--- src/common/mds_params.svh ---
`ifndef MDS_PARAMS_SVH
`define MDS_PARAMS_SVH
// Register byte offsets
`define MDS_ADR_CTRL     8'h00
`define MDS_ADR_OVP      8'h04
`define MDS_ADR_THR      8'h08
`define MDS_ADR_SPEED    8'h0c
`define MDS_ADR_STATE    8'h10
`define MDS_ADR_IRQ_ST   8'h14
`define MDS_ADR_IRQ_EN   8'h18
`define MDS_ADR_IRQ_CLR  8'h1c
`define MDS_ADR_CLEAR    8'h20
// Control register fields
`define MDS_CTRL_OVP_MODE   0
`define MDS_CTRL_LOW_POWER  1
`define MDS_CTRL_SRC_LO     2
`define MDS_CTRL_SRC_HI     3
`define MDS_CTRL_STU_LO     4
`define MDS_CTRL_STU_HI     5
`define MDS_CTRL_RESET      6'h00
// Probe method code
`define MDS_STARTUP_PROBE   2'h2
// Serial full scale
`define MDS_SERIAL_FS       16'h7fff
// Probe timer overflow value
`define MDS_PROBE_MAX       12'hfff
// Rate dividers from 50 MHz
`define MDS_DIV_10M         14'h0005
`define MDS_DIV_1M          14'h0032
`define MDS_DIV_100K        14'h01f4
`define MDS_DIV_10K         14'h1388
// Sleep detect time in microseconds
`define MDS_DET_US          1000
`define MDS_CLK_MHZ         50
`endif

--- src/common/mds_pkg.sv ---
`default_nettype none
package mds_pkg;
  typedef enum logic [1:0] {
    MDS_RUN     = 2'b00,
    MDS_STANDBY = 2'b01,
    MDS_SLEEP   = 2'b10
  } mds_mode_type;
  typedef enum logic [1:0] {
    MDS_P_IDLE  = 2'b00,
    MDS_P_RISE  = 2'b01,
    MDS_P_DECAY = 2'b10
  } mds_probe_type;
  typedef enum logic [1:0] {
    MDS_SRC_ANALOG = 2'b00,
    MDS_SRC_DUTY   = 2'b01,
    MDS_SRC_FREQ   = 2'b10,
    MDS_SRC_SERIAL = 2'b11
  } mds_src_type;
endpackage
`default_nettype wire

--- src/mds_supervisor.sv ---
// Chosen here: the Wishbone register port and the placing of the registers.
`timescale 1ns/1ps
`default_nettype none
`include "mds_params.svh"
module mds_supervisor
  import mds_pkg::*;
#(
  parameter int DET_CYCLES = (`MDS_DET_US * `MDS_CLK_MHZ),
  parameter int SLEEP_CYCLES = (`MDS_DET_US * `MDS_CLK_MHZ),
  parameter logic [11:0] PROBE_MAX = `MDS_PROBE_MAX
) (
  input  wire logic        clk,
  input  wire logic        rstn,
  input  wire logic        wb_cyc_i,
  input  wire logic        wb_stb_i,
  input  wire logic        wb_we_i,
  input  wire logic [7:0]  wb_adr_i,
  input  wire logic [3:0]  wb_sel_i,
  input  wire logic [31:0] wb_dat_i,
  output logic      [31:0] wb_dat_o,
  output logic             wb_ack_o,
  input  wire logic [15:0] supply_level,
  input  wire logic [15:0] speed_level,
  input  wire logic        speed_pin,
  input  wire logic        output_disable_pin,
  input  wire logic        probe_request,
  input  wire logic        probe_current_reached,
  input  wire logic        probe_current_zero,
  output logic             switches_hiz,
  output logic             sense_amp_en,
  output logic             regulator_en,
  output logic             charge_pump_en,
  output logic             serial_bus_en,
  output logic             irq
);
  localparam logic [31:0] DET_W   = 32'(DET_CYCLES);
  localparam logic [31:0] SLEEP_W = 32'(SLEEP_CYCLES);

  typedef struct packed {
    logic [31:0]   rdata;
    logic          ack;
    logic [5:0]    ctrl;
    logic [15:0]   ovp_limit;
    logic [15:0]   zthr;
    logic [15:0]   zhyst;
    logic [15:0]   serial_speed;
    logic [2:0]    drv_sync;
    logic [2:0]    pin_sync;
    logic          drv_off;
    logic          pin_hi;
    logic          ov_fault;
    logic          zero_cmd;
    mds_mode_type  mode;
    logic [31:0]   dcnt;
    mds_probe_type probe;
    logic [1:0]    rate;
    logic [13:0]   div;
    logic [11:0]   ptim;
    logic          rise_fault;
    logic          decay_fault;
    logic [4:0]    irq_st;
    logic [4:0]    irq_en;
  } mds_state_type;

  mds_state_type s_reg, s_next;

  function automatic logic [13:0] rate_div(input logic [1:0] r);
    case (r)
      2'd0:    rate_div = `MDS_DIV_10M;
      2'd1:    rate_div = `MDS_DIV_1M;
      2'd2:    rate_div = `MDS_DIV_100K;
      default: rate_div = `MDS_DIV_10K;
    endcase
  endfunction

  logic        wr;
  logic        rd;
  logic        over_v;
  logic        tick;
  logic        ovf;
  logic        serial_mode;
  logic [31:0] fs;
  logic [31:0] lvl;
  logic [47:0] lvl_sc;
  logic [47:0] en_thr;
  logic [47:0] ex_thr;
  logic [4:0]  ev;
  logic        clr_req;
  logic        drv_cmd_fault;
  logic        rate_fault;
  logic        probe_on;

  always_comb begin
    s_next        = s_reg;
    wr            = wb_cyc_i && wb_stb_i && wb_we_i && !s_reg.ack;
    rd            = wb_cyc_i && wb_stb_i && !wb_we_i && !s_reg.ack;
    serial_mode   = (s_reg.ctrl[`MDS_CTRL_SRC_HI:`MDS_CTRL_SRC_LO] == MDS_SRC_SERIAL);
    over_v        = supply_level > s_reg.ovp_limit;
    clr_req       = wr && (wb_adr_i == `MDS_ADR_CLEAR) && wb_sel_i[0] && wb_dat_i[0];
    probe_on      = (s_reg.ctrl[`MDS_CTRL_STU_HI:`MDS_CTRL_STU_LO] == `MDS_STARTUP_PROBE);
    tick          = (s_reg.div == 14'h0000);
    // Timer top is a parameter so a bench can shorten the slowest pass
    ovf           = tick && (s_reg.ptim == PROBE_MAX);
    rate_fault    = probe_request && (s_reg.probe != MDS_P_IDLE);
    drv_cmd_fault = s_reg.drv_off && !s_reg.zero_cmd && (s_reg.mode == MDS_RUN);
    ev            = '0;
    // Bus slave: one registered ack a cycle after the request, dropped the cycle after
    s_next.ack    = wb_cyc_i && wb_stb_i && !s_reg.ack;
    s_next.rdata  = '0;
    if (wr) begin
      case (wb_adr_i)
        `MDS_ADR_CTRL:    if (wb_sel_i[0]) s_next.ctrl = wb_dat_i[5:0];
        `MDS_ADR_OVP:     if (wb_sel_i[0]) s_next.ovp_limit = wb_dat_i[15:0];
        `MDS_ADR_THR:     begin
          s_next.zthr  = wb_dat_i[15:0];
          s_next.zhyst = wb_dat_i[31:16];
        end
        `MDS_ADR_SPEED:   s_next.serial_speed = wb_dat_i[15:0];
        `MDS_ADR_IRQ_EN:  s_next.irq_en = wb_dat_i[4:0];
        default:          s_next.rdata = '0;
      endcase
    end
    if (rd) begin
      case (wb_adr_i)
        `MDS_ADR_CTRL:   s_next.rdata = {26'h0, s_reg.ctrl};
        `MDS_ADR_OVP:    s_next.rdata = {16'h0, s_reg.ovp_limit};
        `MDS_ADR_THR:    s_next.rdata = {s_reg.zhyst, s_reg.zthr};
        `MDS_ADR_SPEED:  s_next.rdata = {16'h0, s_reg.serial_speed};
        `MDS_ADR_STATE:  s_next.rdata = {24'h0, s_reg.rise_fault, s_reg.decay_fault,
                                         s_reg.ov_fault, s_reg.drv_off, s_reg.mode,
                                         s_reg.probe};
        `MDS_ADR_IRQ_ST: s_next.rdata = {27'h0, s_reg.irq_st};
        `MDS_ADR_IRQ_EN: s_next.rdata = {27'h0, s_reg.irq_en};
        default:         s_next.rdata = '0;
      endcase
    end

    // Pin inputs: three stages, change accepted once last two agree
    s_next.drv_sync = {s_reg.drv_sync[1:0], output_disable_pin};
    s_next.pin_sync = {s_reg.pin_sync[1:0], speed_pin};
    if (s_reg.drv_sync[2] == s_reg.drv_sync[1]) s_next.drv_off = s_reg.drv_sync[2];
    if (s_reg.pin_sync[2] == s_reg.pin_sync[1]) s_next.pin_hi = s_reg.pin_sync[2];

    // Overvoltage
    if (over_v) begin
      if (!s_reg.ov_fault) ev[0] = 1'b1;
      s_next.ov_fault = 1'b1;
    end else if (s_reg.ctrl[`MDS_CTRL_OVP_MODE]) begin
      s_next.ov_fault = 1'b0;
    end else if (clr_req) begin
      s_next.ov_fault = 1'b0;
    end

    // Standby thresholds; serial scales by full scale code
    fs     = serial_mode ? {16'h0, `MDS_SERIAL_FS} : 32'h0000_ffff;
    lvl    = serial_mode ? {16'h0, s_reg.serial_speed} : {16'h0, speed_level};
    // Compare in units of 1/65536: truncating the product would move a bound
    lvl_sc = {lvl, 16'h0000};
    en_thr = 48'(s_reg.zthr) * 48'(fs);
    ex_thr = (48'(s_reg.zthr) + 48'(s_reg.zhyst)) * 48'(fs);
    if (lvl_sc < en_thr) s_next.zero_cmd = 1'b1;
    else if (lvl_sc > ex_thr) s_next.zero_cmd = 1'b0;

    // Mode machine; detect counter restarts when condition breaks
    case (s_reg.mode)
      MDS_RUN: begin
        s_next.dcnt = '0;
        if (s_reg.zero_cmd) s_next.mode = MDS_STANDBY;
      end
      MDS_STANDBY: begin
        if (!s_reg.zero_cmd) begin
          s_next.mode = MDS_RUN;
          s_next.dcnt = '0;
        end else if (s_reg.ctrl[`MDS_CTRL_LOW_POWER]) begin
          if (serial_mode ? (s_reg.serial_speed == 16'h0000 && !s_reg.pin_hi)
                          : !s_reg.pin_hi) begin
            if (s_reg.dcnt >= (serial_mode ? SLEEP_W : DET_W) - 32'd1) begin
              s_next.mode = MDS_SLEEP;
              s_next.dcnt = '0;
            end else s_next.dcnt = s_reg.dcnt + 32'd1;
          end else s_next.dcnt = '0;
        end else s_next.dcnt = '0;
      end
      MDS_SLEEP: begin
        if (s_reg.pin_hi) begin
          if (s_reg.dcnt >= DET_W - 32'd1) begin
            s_next.mode = MDS_STANDBY;
            s_next.dcnt = '0;
          end else s_next.dcnt = s_reg.dcnt + 32'd1;
        end else s_next.dcnt = '0;
      end
      default: s_next.mode = MDS_RUN;
    endcase

    // Probe timers: rise then decay, each tried at four rates
    s_next.div = tick ? rate_div(s_reg.rate) - 14'd1 : s_reg.div - 14'd1;
    case (s_reg.probe)
      MDS_P_IDLE: begin
        if (probe_request && probe_on) begin
          s_next.probe = MDS_P_RISE;
          s_next.rate  = 2'd0;
          s_next.ptim  = '0;
          s_next.div   = rate_div(2'd0) - 14'd1;
        end
      end
      MDS_P_RISE: begin
        if (probe_current_reached) begin
          s_next.probe = MDS_P_DECAY;
          s_next.rate  = 2'd0;
          s_next.ptim  = '0;
          s_next.div   = rate_div(2'd0) - 14'd1;
        end else if (ovf) begin
          if (s_reg.rate == 2'd3) begin
            s_next.rise_fault = 1'b1;
            ev[1]             = 1'b1;
            s_next.probe      = MDS_P_IDLE;
          end else begin
            s_next.rate = s_reg.rate + 2'd1;
            s_next.ptim = '0;
            s_next.div  = rate_div(s_reg.rate + 2'd1) - 14'd1;
          end
        end else if (tick) s_next.ptim = s_reg.ptim + 12'd1;
      end
      MDS_P_DECAY: begin
        if (probe_current_zero) s_next.probe = MDS_P_IDLE;
        else if (ovf) begin
          if (s_reg.rate == 2'd3) begin
            s_next.decay_fault = 1'b1;
            ev[2]              = 1'b1;
            s_next.probe       = MDS_P_IDLE;
          end else begin
            s_next.rate = s_reg.rate + 2'd1;
            s_next.ptim = '0;
            s_next.div  = rate_div(s_reg.rate + 2'd1) - 14'd1;
          end
        end else if (tick) s_next.ptim = s_reg.ptim + 12'd1;
      end
      default: s_next.probe = MDS_P_IDLE;
    endcase
    if (clr_req && !ev[1]) s_next.rise_fault = 1'b0;
    if (clr_req && !ev[2]) s_next.decay_fault = 1'b0;
    ev[3] = rate_fault;
    ev[4] = drv_cmd_fault;

    // Sticky status: a set in the same cycle wins over the clear
    if (wr && wb_adr_i == `MDS_ADR_IRQ_CLR) s_next.irq_st = s_reg.irq_st & ~wb_dat_i[4:0];
    s_next.irq_st = s_next.irq_st | ev;
  end

  always_ff @(posedge clk or negedge rstn) begin
    if (!rstn) begin
      s_reg       <= '0;
      s_reg.ctrl  <= `MDS_CTRL_RESET;
      s_reg.mode  <= MDS_RUN;
      s_reg.probe <= MDS_P_IDLE;
    end else begin
      s_reg <= s_next;
    end
  end

  assign wb_dat_o = s_reg.rdata;
  assign wb_ack_o = s_reg.ack;
  assign irq      = |(s_reg.irq_st & s_reg.irq_en);
  // Sleep drops everything; standby keeps supplies and bus
  assign switches_hiz   = s_reg.ov_fault || s_reg.drv_off || s_reg.rise_fault
                          || s_reg.decay_fault || (s_reg.mode != MDS_RUN);
  assign sense_amp_en   = (s_reg.mode != MDS_SLEEP);
  assign regulator_en   = (s_reg.mode != MDS_SLEEP);
  assign charge_pump_en = (s_reg.mode != MDS_SLEEP);
  assign serial_bus_en  = (s_reg.mode != MDS_SLEEP);

  AST_OV_SET: assert property (@(posedge clk) disable iff (!rstn)
    (supply_level > s_reg.ovp_limit) |=> s_reg.ov_fault)
    else $error("overvoltage not flagged");
  AST_OV_LATCH: assert property (@(posedge clk) disable iff (!rstn)
    s_reg.ov_fault && !s_reg.ctrl[`MDS_CTRL_OVP_MODE] && !clr_req |=> s_reg.ov_fault)
    else $error("latched overvoltage dropped");
  AST_OV_AUTO: assert property (@(posedge clk) disable iff (!rstn)
    s_reg.ctrl[`MDS_CTRL_OVP_MODE] && !over_v && !$past(over_v) |=> !s_reg.ov_fault)
    else $error("auto recovery failed");
  AST_HIZ: assert property (@(posedge clk) disable iff (!rstn)
    s_reg.ov_fault |-> switches_hiz)
    else $error("switches active in fault");
  AST_DRV: assert property (@(posedge clk) disable iff (!rstn)
    s_reg.drv_sync[2] && s_reg.drv_sync[1] |=> switches_hiz)
    else $error("disable pin ignored");
  AST_RISE_FLT: assert property (@(posedge clk) disable iff (!rstn)
    s_reg.probe == MDS_P_RISE && ovf && s_reg.rate == 2'd3 && !probe_current_reached
    |=> s_reg.rise_fault)
    else $error("rise timeout missed");
  AST_RATE_STEP: assert property (@(posedge clk) disable iff (!rstn)
    s_reg.probe == MDS_P_RISE && ovf && s_reg.rate != 2'd3 && !probe_current_reached
    |=> s_reg.rate == $past(s_reg.rate) + 2'd1)
    else $error("rate not stepped");
  AST_DECAY_FLT: assert property (@(posedge clk) disable iff (!rstn)
    s_reg.probe == MDS_P_DECAY && ovf && s_reg.rate == 2'd3 && !probe_current_zero
    |=> s_reg.decay_fault)
    else $error("decay timeout missed");
  AST_SLEEP_OFF: assert property (@(posedge clk) disable iff (!rstn)
    s_reg.mode == MDS_SLEEP |-> !serial_bus_en && !charge_pump_en && switches_hiz)
    else $error("sleep left blocks on");
  AST_CLR_HELD: assert property (@(posedge clk) disable iff (!rstn)
    clr_req && over_v |=> s_reg.ov_fault)
    else $error("clear honoured during fault");
  AST_PROBE_START: assert property (@(posedge clk) disable iff (!rstn)
    s_reg.probe == MDS_P_IDLE && probe_request && probe_on
    |=> s_reg.probe == MDS_P_RISE && s_reg.rate == 2'd0 && s_reg.ptim == 12'h000)
    else $error("probe did not start at fastest rate");
  AST_RATE_FLAG: assert property (@(posedge clk) disable iff (!rstn)
    rate_fault |=> s_reg.irq_st[3])
    else $error("early probe request not flagged");
  AST_DRV_CMD: assert property (@(posedge clk) disable iff (!rstn)
    drv_cmd_fault |=> s_reg.irq_st[4])
    else $error("command while disabled not flagged");
  AST_STANDBY_ON: assert property (@(posedge clk) disable iff (!rstn)
    s_reg.mode == MDS_STANDBY |-> charge_pump_en && regulator_en && serial_bus_en)
    else $error("standby dropped supplies or bus");
  AST_DECAY_STEP: assert property (@(posedge clk) disable iff (!rstn)
    s_reg.probe == MDS_P_DECAY && ovf && s_reg.rate != 2'd3 && !probe_current_zero
    |=> s_reg.rate == $past(s_reg.rate) + 2'd1)
    else $error("decay rate not stepped");
  AST_SLEEP_HOLD: assert property (@(posedge clk) disable iff (!rstn)
    s_reg.mode == MDS_SLEEP && !s_reg.pin_hi |=> s_reg.mode == MDS_SLEEP)
    else $error("woke without pin high");
endmodule // mds_supervisor
`default_nettype wire

--- config.mk ---
export PLATFORM = sky130hd
export DESIGN_NAME = mds_supervisor
export DESIGN_NICKNAME = d
export VERILOG_FILES = /design/src/common/mds_pkg.sv /design/src/mds_supervisor.sv
export VERILOG_INCLUDE_DIRS = /design/src /design/src/common
export SDC_FILE = /design/constraint.sdc
export NUM_CORES = 1
export LEC_CHECK = 0
export BUFFER_PORTS_ARGS = -buffer_cell sky130_fd_sc_hd__buf_2
export CAP_MARGIN = 25
export CORE_ASPECT_RATIO = 0.6
export CORE_UTILIZATION = 40
export DETAILED_ROUTE_END_ITERATION = 8
export GPL_ROUTABILITY_DRIVEN = 0
export PLACE_DENSITY = 0.66
export SKIP_LAST_GASP = 1
export SLEW_MARGIN = 20
export SYNTH_ARGS = -nofsm -noshare
export SYNTH_HDL_FRONTEND = slang
export SYNTH_SLANG_ARGS = --single-unit
--- constraint.sdc ---
create_clock -name clk -period 10 [get_ports clk]
set_input_delay 1 -clock clk [delete_from_list [all_inputs] [get_ports clk]]
set_output_delay 1 -clock clk [all_outputs]
set_load 0.1 [all_outputs]
; ---- Word level (Yosys, flattened, before mapping)
; Index checks and enable logic that the tools add are counted.
[totals]
register_bits = 189
out_inout_bits = 39
[classes]
mul = 2
n_addsub = 8
reduce_logical = 59
eq_ne = 40
n_bitwise = 4
n_mux = 63
order_cmp = 4
[op_table]
columns = op, n
row1 = 32-bit case mux with 7 select lines, 1
row2 = 32-bit 2-to-1 mux, 5
row3 = 14-bit 2-to-1 mux, 7
row4 = 32-bit case mux with 3 select lines, 1
row5 = 28-bit 2-to-1 mux, 3
row6 = 28-bit case mux with 3 select lines, 1
row7 = 13-bit case mux with 3 select lines, 2
row8 = 30-bit 2-to-1 mux, 2
row9 = 14-bit by 1-bit subtractor with 14-bit output (second input constant), 4
row10 = 12-bit 2-to-1 mux, 3
row11 = 18-bit 2-to-1 mux, 2
row12 = 34-bit 2-to-1 mux, 1
row13 = 32-bit by 33-bit greater-than comparator with 1-bit output, 1
row14 = 17-bit by 16-bit multiplier with 33-bit output, 1
row15 = 32-bit by 1-bit adder with 32-bit output (second input constant), 1
row16 = 8-bit by 5-bit == test with 1-bit output (second input constant), 4
row17 = 32-bit by 16-bit >= comparator with 1-bit output (second input constant), 1
row18 = 32-bit less-than comparator, 1
row19 = 16-bit by 16-bit multiplier with 32-bit output, 1
row20 = 16-bit 2-to-1 mux, 2
row21 = 1-bit 2-to-1 mux, 22
row22 = 3-bit inequality test (second input constant), 7
row23 = 1-bit logical AND, 18
row24 = 2-bit nonzero test, 9
row25 = other kinds (34), 80

; ---- Depth between registers and ports, before layout
[logic_depth]
ltp_word = 12
depth_mapped = 44
mapped_depth_nobuf = 43

; ---- Worst setup path after synthesis
; Ideal clock, no wire load.
[synth_path]
path_kind = register to register
start = reg s_reg[119] (netlist bit)
end = reg s_reg[76] (netlist bit)
t_arrival_ns = 10.304
required_ns = 9.860
path_stages_with_launch = 41
path_buffers = 0
slack_ns = -0.444
cell_sequence = dfrtp_1 > ha_1 > a21o_1 > a21oi_1 > o21ai_1 > a31oi_1 > a211oi_1 > or3_1 > a21oi_1 > xor2_1 > inv_1 > fa_1 > inv_1 > fa_1 > inv_1 > fa_1 > fa_1 > fa_1 > [... 5 more ...] > and2_1 > a221oi_1 > nand3_1 > a31oi_1 > o31ai_1 > o21ai_0 > nand2b_1 > xnor2_1 > ha_1 > nand2_1 > or3_1 > nor3_1 > nand4_1 > nor4b_1 > nand4_1 > or4_1 > o31ai_1 > o2111ai_1
[synth_between]
elab_chain_len = 4
[synth_rtl]
columns = item, line_no
row1 = "start, declared", mds_supervisor.sv:65  ; mds_state_type s_reg, s_next;
row2 = "start signal, assigned", mds_supervisor.sv:257  ; s_reg <= s_next;
row3 = 16-bit by 16-bit adder with 17-bit output, mds_supervisor.sv:160  ; ex_thr = (48'(s_reg.zthr) + 48'(s_reg.zhyst)) * 48'(fs);
row4 = 17-bit by 16-bit multiplier with 33-bit output, mds_supervisor.sv:160
row5 = 32-bit by 33-bit greater-than comparator with 1-bit output, mds_supervisor.sv:162  ; else if (lvl_sc > ex_thr) s_next.zero_cmd = 1'b0;
row6 = 2-bit nonzero test (no source line), n/a
; Parallel ways exist; a longest one is shown, timed or not.
; A chain may end at the register's enable or synchronous reset.

; ---- Worst setup path in the final report
; Same ends and word-level chain as after synthesis.

==> flow_metrics.py <==
metrics = {
    "clocking": {
        "insertion_delay_ns": 0.46,
        "cts_buffers": 17,
        "clkTransAtPathRegs_ns": 0.08,
        "cts_tree": "built",
        "cts.sinks": 189,
        "cts_buffer_depth": 2,
        "htree_levels": 4,
        "root_buffer": "clkbuf_16",
    },
    "routing": {
        "dr_wl_met2_mm": 25.5,
        "drc": 0,
        "initialDrtViolationCount": 1867,
        "drtPass1Iterations": 7,
        "highest_layer": "met5",
        "ant_nets": 0,
        "wire_per_inst_um": 20.3,
        "wl_met3_mm": 8.90,
        "vias_per_cell": 5.46,
        "wl_met1_mm": 31.0,
        "vias": 17900,
        "routed_wl_mm": 66.5,
    },
    "worst_hold_path": {
        "min_to": "s_next[82]",
        "min-delay-start": "s_next[81]",
        "hold_depth": 0,
        "hold_path.class": "flip-flop to flip-flop",
    },
    "layout": {
        "finalNonFillerCells": 3272,
        "area_growth_pct": 14.7,
        "final.fill_count": 5118,
        "largest_reg_flops": 152,
        "fin_nets": 3166,
        "postLayoutCellArea_um2": 26300,
        "layout-drive-gt1-share_pct": 18.8,
    },
    "power": {
        "leakage_nw": 14.0,
        "power.density_nw_per_um2": 94.5,
        "power_mw": 2.49,
        "ir_worst_vdd_v": 0.000119,
    },
    "timing": {
        "whs_ns": 0.353,
        "clock_skew_ns": 0.0156,
        "post-route-period-util_pct": 99.7,
        "timing.fmax_ghz": 0.100,
        "period_needed_ns": 9.97,
        "setup_viol": 0,
        "slew_headroom_pct": 35.6,
        "finalHoldViolations": 0,
        "worst_pin_slew_ns": 0.941,
        "rsz0062_at_grt": "yes",
        "slew_viol_final": 0,
    },
    "yosys": {
        "syn-num-nets": 2941,
        "postSynth.asyncResetShare_pct": 100,
        "synth_edf_count": 0,
        "seq_area_frac_synth_pct": 20.6,
        "avgSynthCellArea_um2": 10.1,
        "synth-warning-count": 0,
        "synthTopCellsByArea": "fa_1 27%, dfrtp_1 21%, ha_1 15%, inv_1 6.3%, mux2_2 4.5%",
        "yosys.area.top_type": "fa_1",
        "synth_ff_type": "dfrtp_1",
        "ys_ff_latch": 189,
        "yosysTopAreaCellShare_pct": 26.6,
        "synth_cell_types": 76,
        "syn_inst": 2274,
        "synth_area_um2": 22900,
    },
    "floorplanning": {
        "pin_count": 125,
        "fp.dieW_um": 311,
        "dieArea_um2": 58400,
        "rows": 67,
        "core_um2": 56300,
        "dieHeight_um": 188,
        "initial_core_util_pct": 40.8,
    },
    "placed_design": {
        "dp_cells": 3229,
        "hpwl_mm": 56.2,
        "portBuffers": 121,
        "placed_area_um2": 25300,
    },
    "setup_path": {
        "rr_endpoint": "s_reg[76]",
        "slowest_stage": "fa_1",
        "worst-path-max-fanout": 5,
        "arrival_ns": 10.29,
        "reg2reg_depth": 44,
        "cp_slowest_stage_delay_ns": 0.56,
        "required_ns": 10.32,
        "path_class": "flip-flop to flip-flop",
        "r2r_setup_slack_ns": 0.03,
        "endpoint_kind": "flip-flop",
        "cpMostUsedCell": "buf_4",
        "r2r-start": "s_reg[119]",
        "startpoint_type": "flip-flop",
    },
    "global_route": {
        "grt_max_degree": 119,
        "antenna_found_initial": 4,
        "gr-usage-all-layers_pct": 22.9,
        "grt_pass1_vias": 18200,
        "grt_pass1_wl_mm": 103,
        "gr-total-overflow": 0,
    },
    "outcome": {
        "status": "complete, no violations",
    },
    "flow_run": {
        "cap_violations": 0,
    },
}
[logic make-up after synthesis]
kind of cell / count (synthesis) / share of synthesized area [%]
and+or+nand+nor: 469 / 10.4
muxes: 94 / 4.60
DFF: 189 / 20.6
buffers and inverters: 462 / 8.16
AOI/OAI and AO/OA: 375 / 10.5
xor gates and xnor gates: 99 / 3.88
adders and majority gates: 586 / 41.9
[cells in the final DEF, fill, tap and decap left out, types with 17 or more instances in the layout]
master / n
inv_1: 386
fa_1: 296
ha_1: 268
dfrtp_1: 188
buf_4: 154
buf_2: 120
nand2_1: 108
nor2_1: 105
mux2_2: 91
a21oi_1: 90
o21ai_0: 85
xnor2_1: 55
xor2_1: 37
a21o_1: 36
and3_1: 35
nand2b_1: 31
nor3_1: 30
nand3_1: 30
and2_1: 30
nand4_1: 24
a22oi_1: 20
a31oi_1: 17
clkbuf_16: 17
[through the flow]
stage / utilization (%) / TNS, ns / setup WS [ns]
final: 46.8 / 0 / 0.0274
after global routing: 46.8 / -0.374 / -0.374
after CTS: 46.3 / 0 / 0.0172
after detailed placement: 44.9 / -0.419 / -0.419
after global placement: 44.9 / -0.191 / -0.191
after floorplan: - / 0 / 0.00879
[layout make-up]
cell class,count,area [µm²],share of cell area [%]
Antenna cell,1,2.50,0.00951
Clock buffer,17,425,1.62
Clock inverter,15,219,0.832
Inverter,389,1460,5.55
Multi-Input combinational cell,1623,16700,63.5
Sequential cell,189,4730,18.0
Tap cell,759,950,3.61
Timing Repair Buffer,279,1820,6.90
[worst max-delay path: cells and delay by family (launching register included)]
| kind | cells | cell delay (ns) |
|---|---|---|
| fa+ha+maj | 9 | 3.87 |
| buf+inv | 10 | 1.04 |
| compound gates | 14 | 2.12 |
| simple gates | 11 | 2.38 |
| flops | 1 | 0.42 |
[layer usage]
metal | track usage [%] | vias up
met4 | 3.54 | 6
met1 | 34.4 | 8842
met2 | 30.3 | 883
met5 | 0.731 | -
li1 | - | 8029
met3 | 10.2 | 95
[synth_stat cells (all sizes together) (16+ instances only)]
| cell | n |
|---|---|
| a211oi | 18 |
| a21o | 36 |
| a21oi | 94 |
| a22oi | 20 |
| a31oi | 20 |
| and2 | 30 |
| and3 | 35 |
| buf | 43 |
| clkbuf | 30 |
| dfrtp | 189 |
| fa | 305 |
| ha | 276 |
| inv | 388 |
| mux2 | 91 |
| nand2 | 108 |
| nand2b | 31 |
| nand3 | 31 |
| nand4 | 24 |
| nor2 | 106 |
| nor2b | 16 |
| nor3 | 34 |
| o21ai | 96 |
| xnor2 | 60 |
| xor2 | 39 |
[what timing repair did]
item | 4_1_cts | 5_1_grt
pin swaps | 14 | 40
buffers inserted | 5 | 5
endpoints found under the setup margin | 1 | 1
hold buffers | 0 | 0
gates resized for setup | 25 | 40
[power by group]
part           switching (mW)  internal [mW]
Clock                   0.349          0.387
Sequential             0.0478          0.803
Combinational           0.534          0.367
[worst max path at each step]
stage	from	endpoint	slack [ns]
after global routing	s_reg[119]	s_reg[76]	-0.37
final	s_reg[119]	s_reg[76]	0.03
after floorplan	s_reg[119]	s_reg[76]	0.009
after CTS	s_reg[119]	s_reg[76]	0.02
after detailed placement	s_reg[119]	s_reg[76]	-0.42
after global placement	s_reg[103]	s_reg[76]	-0.19
(Power assumes the default switching activity.)
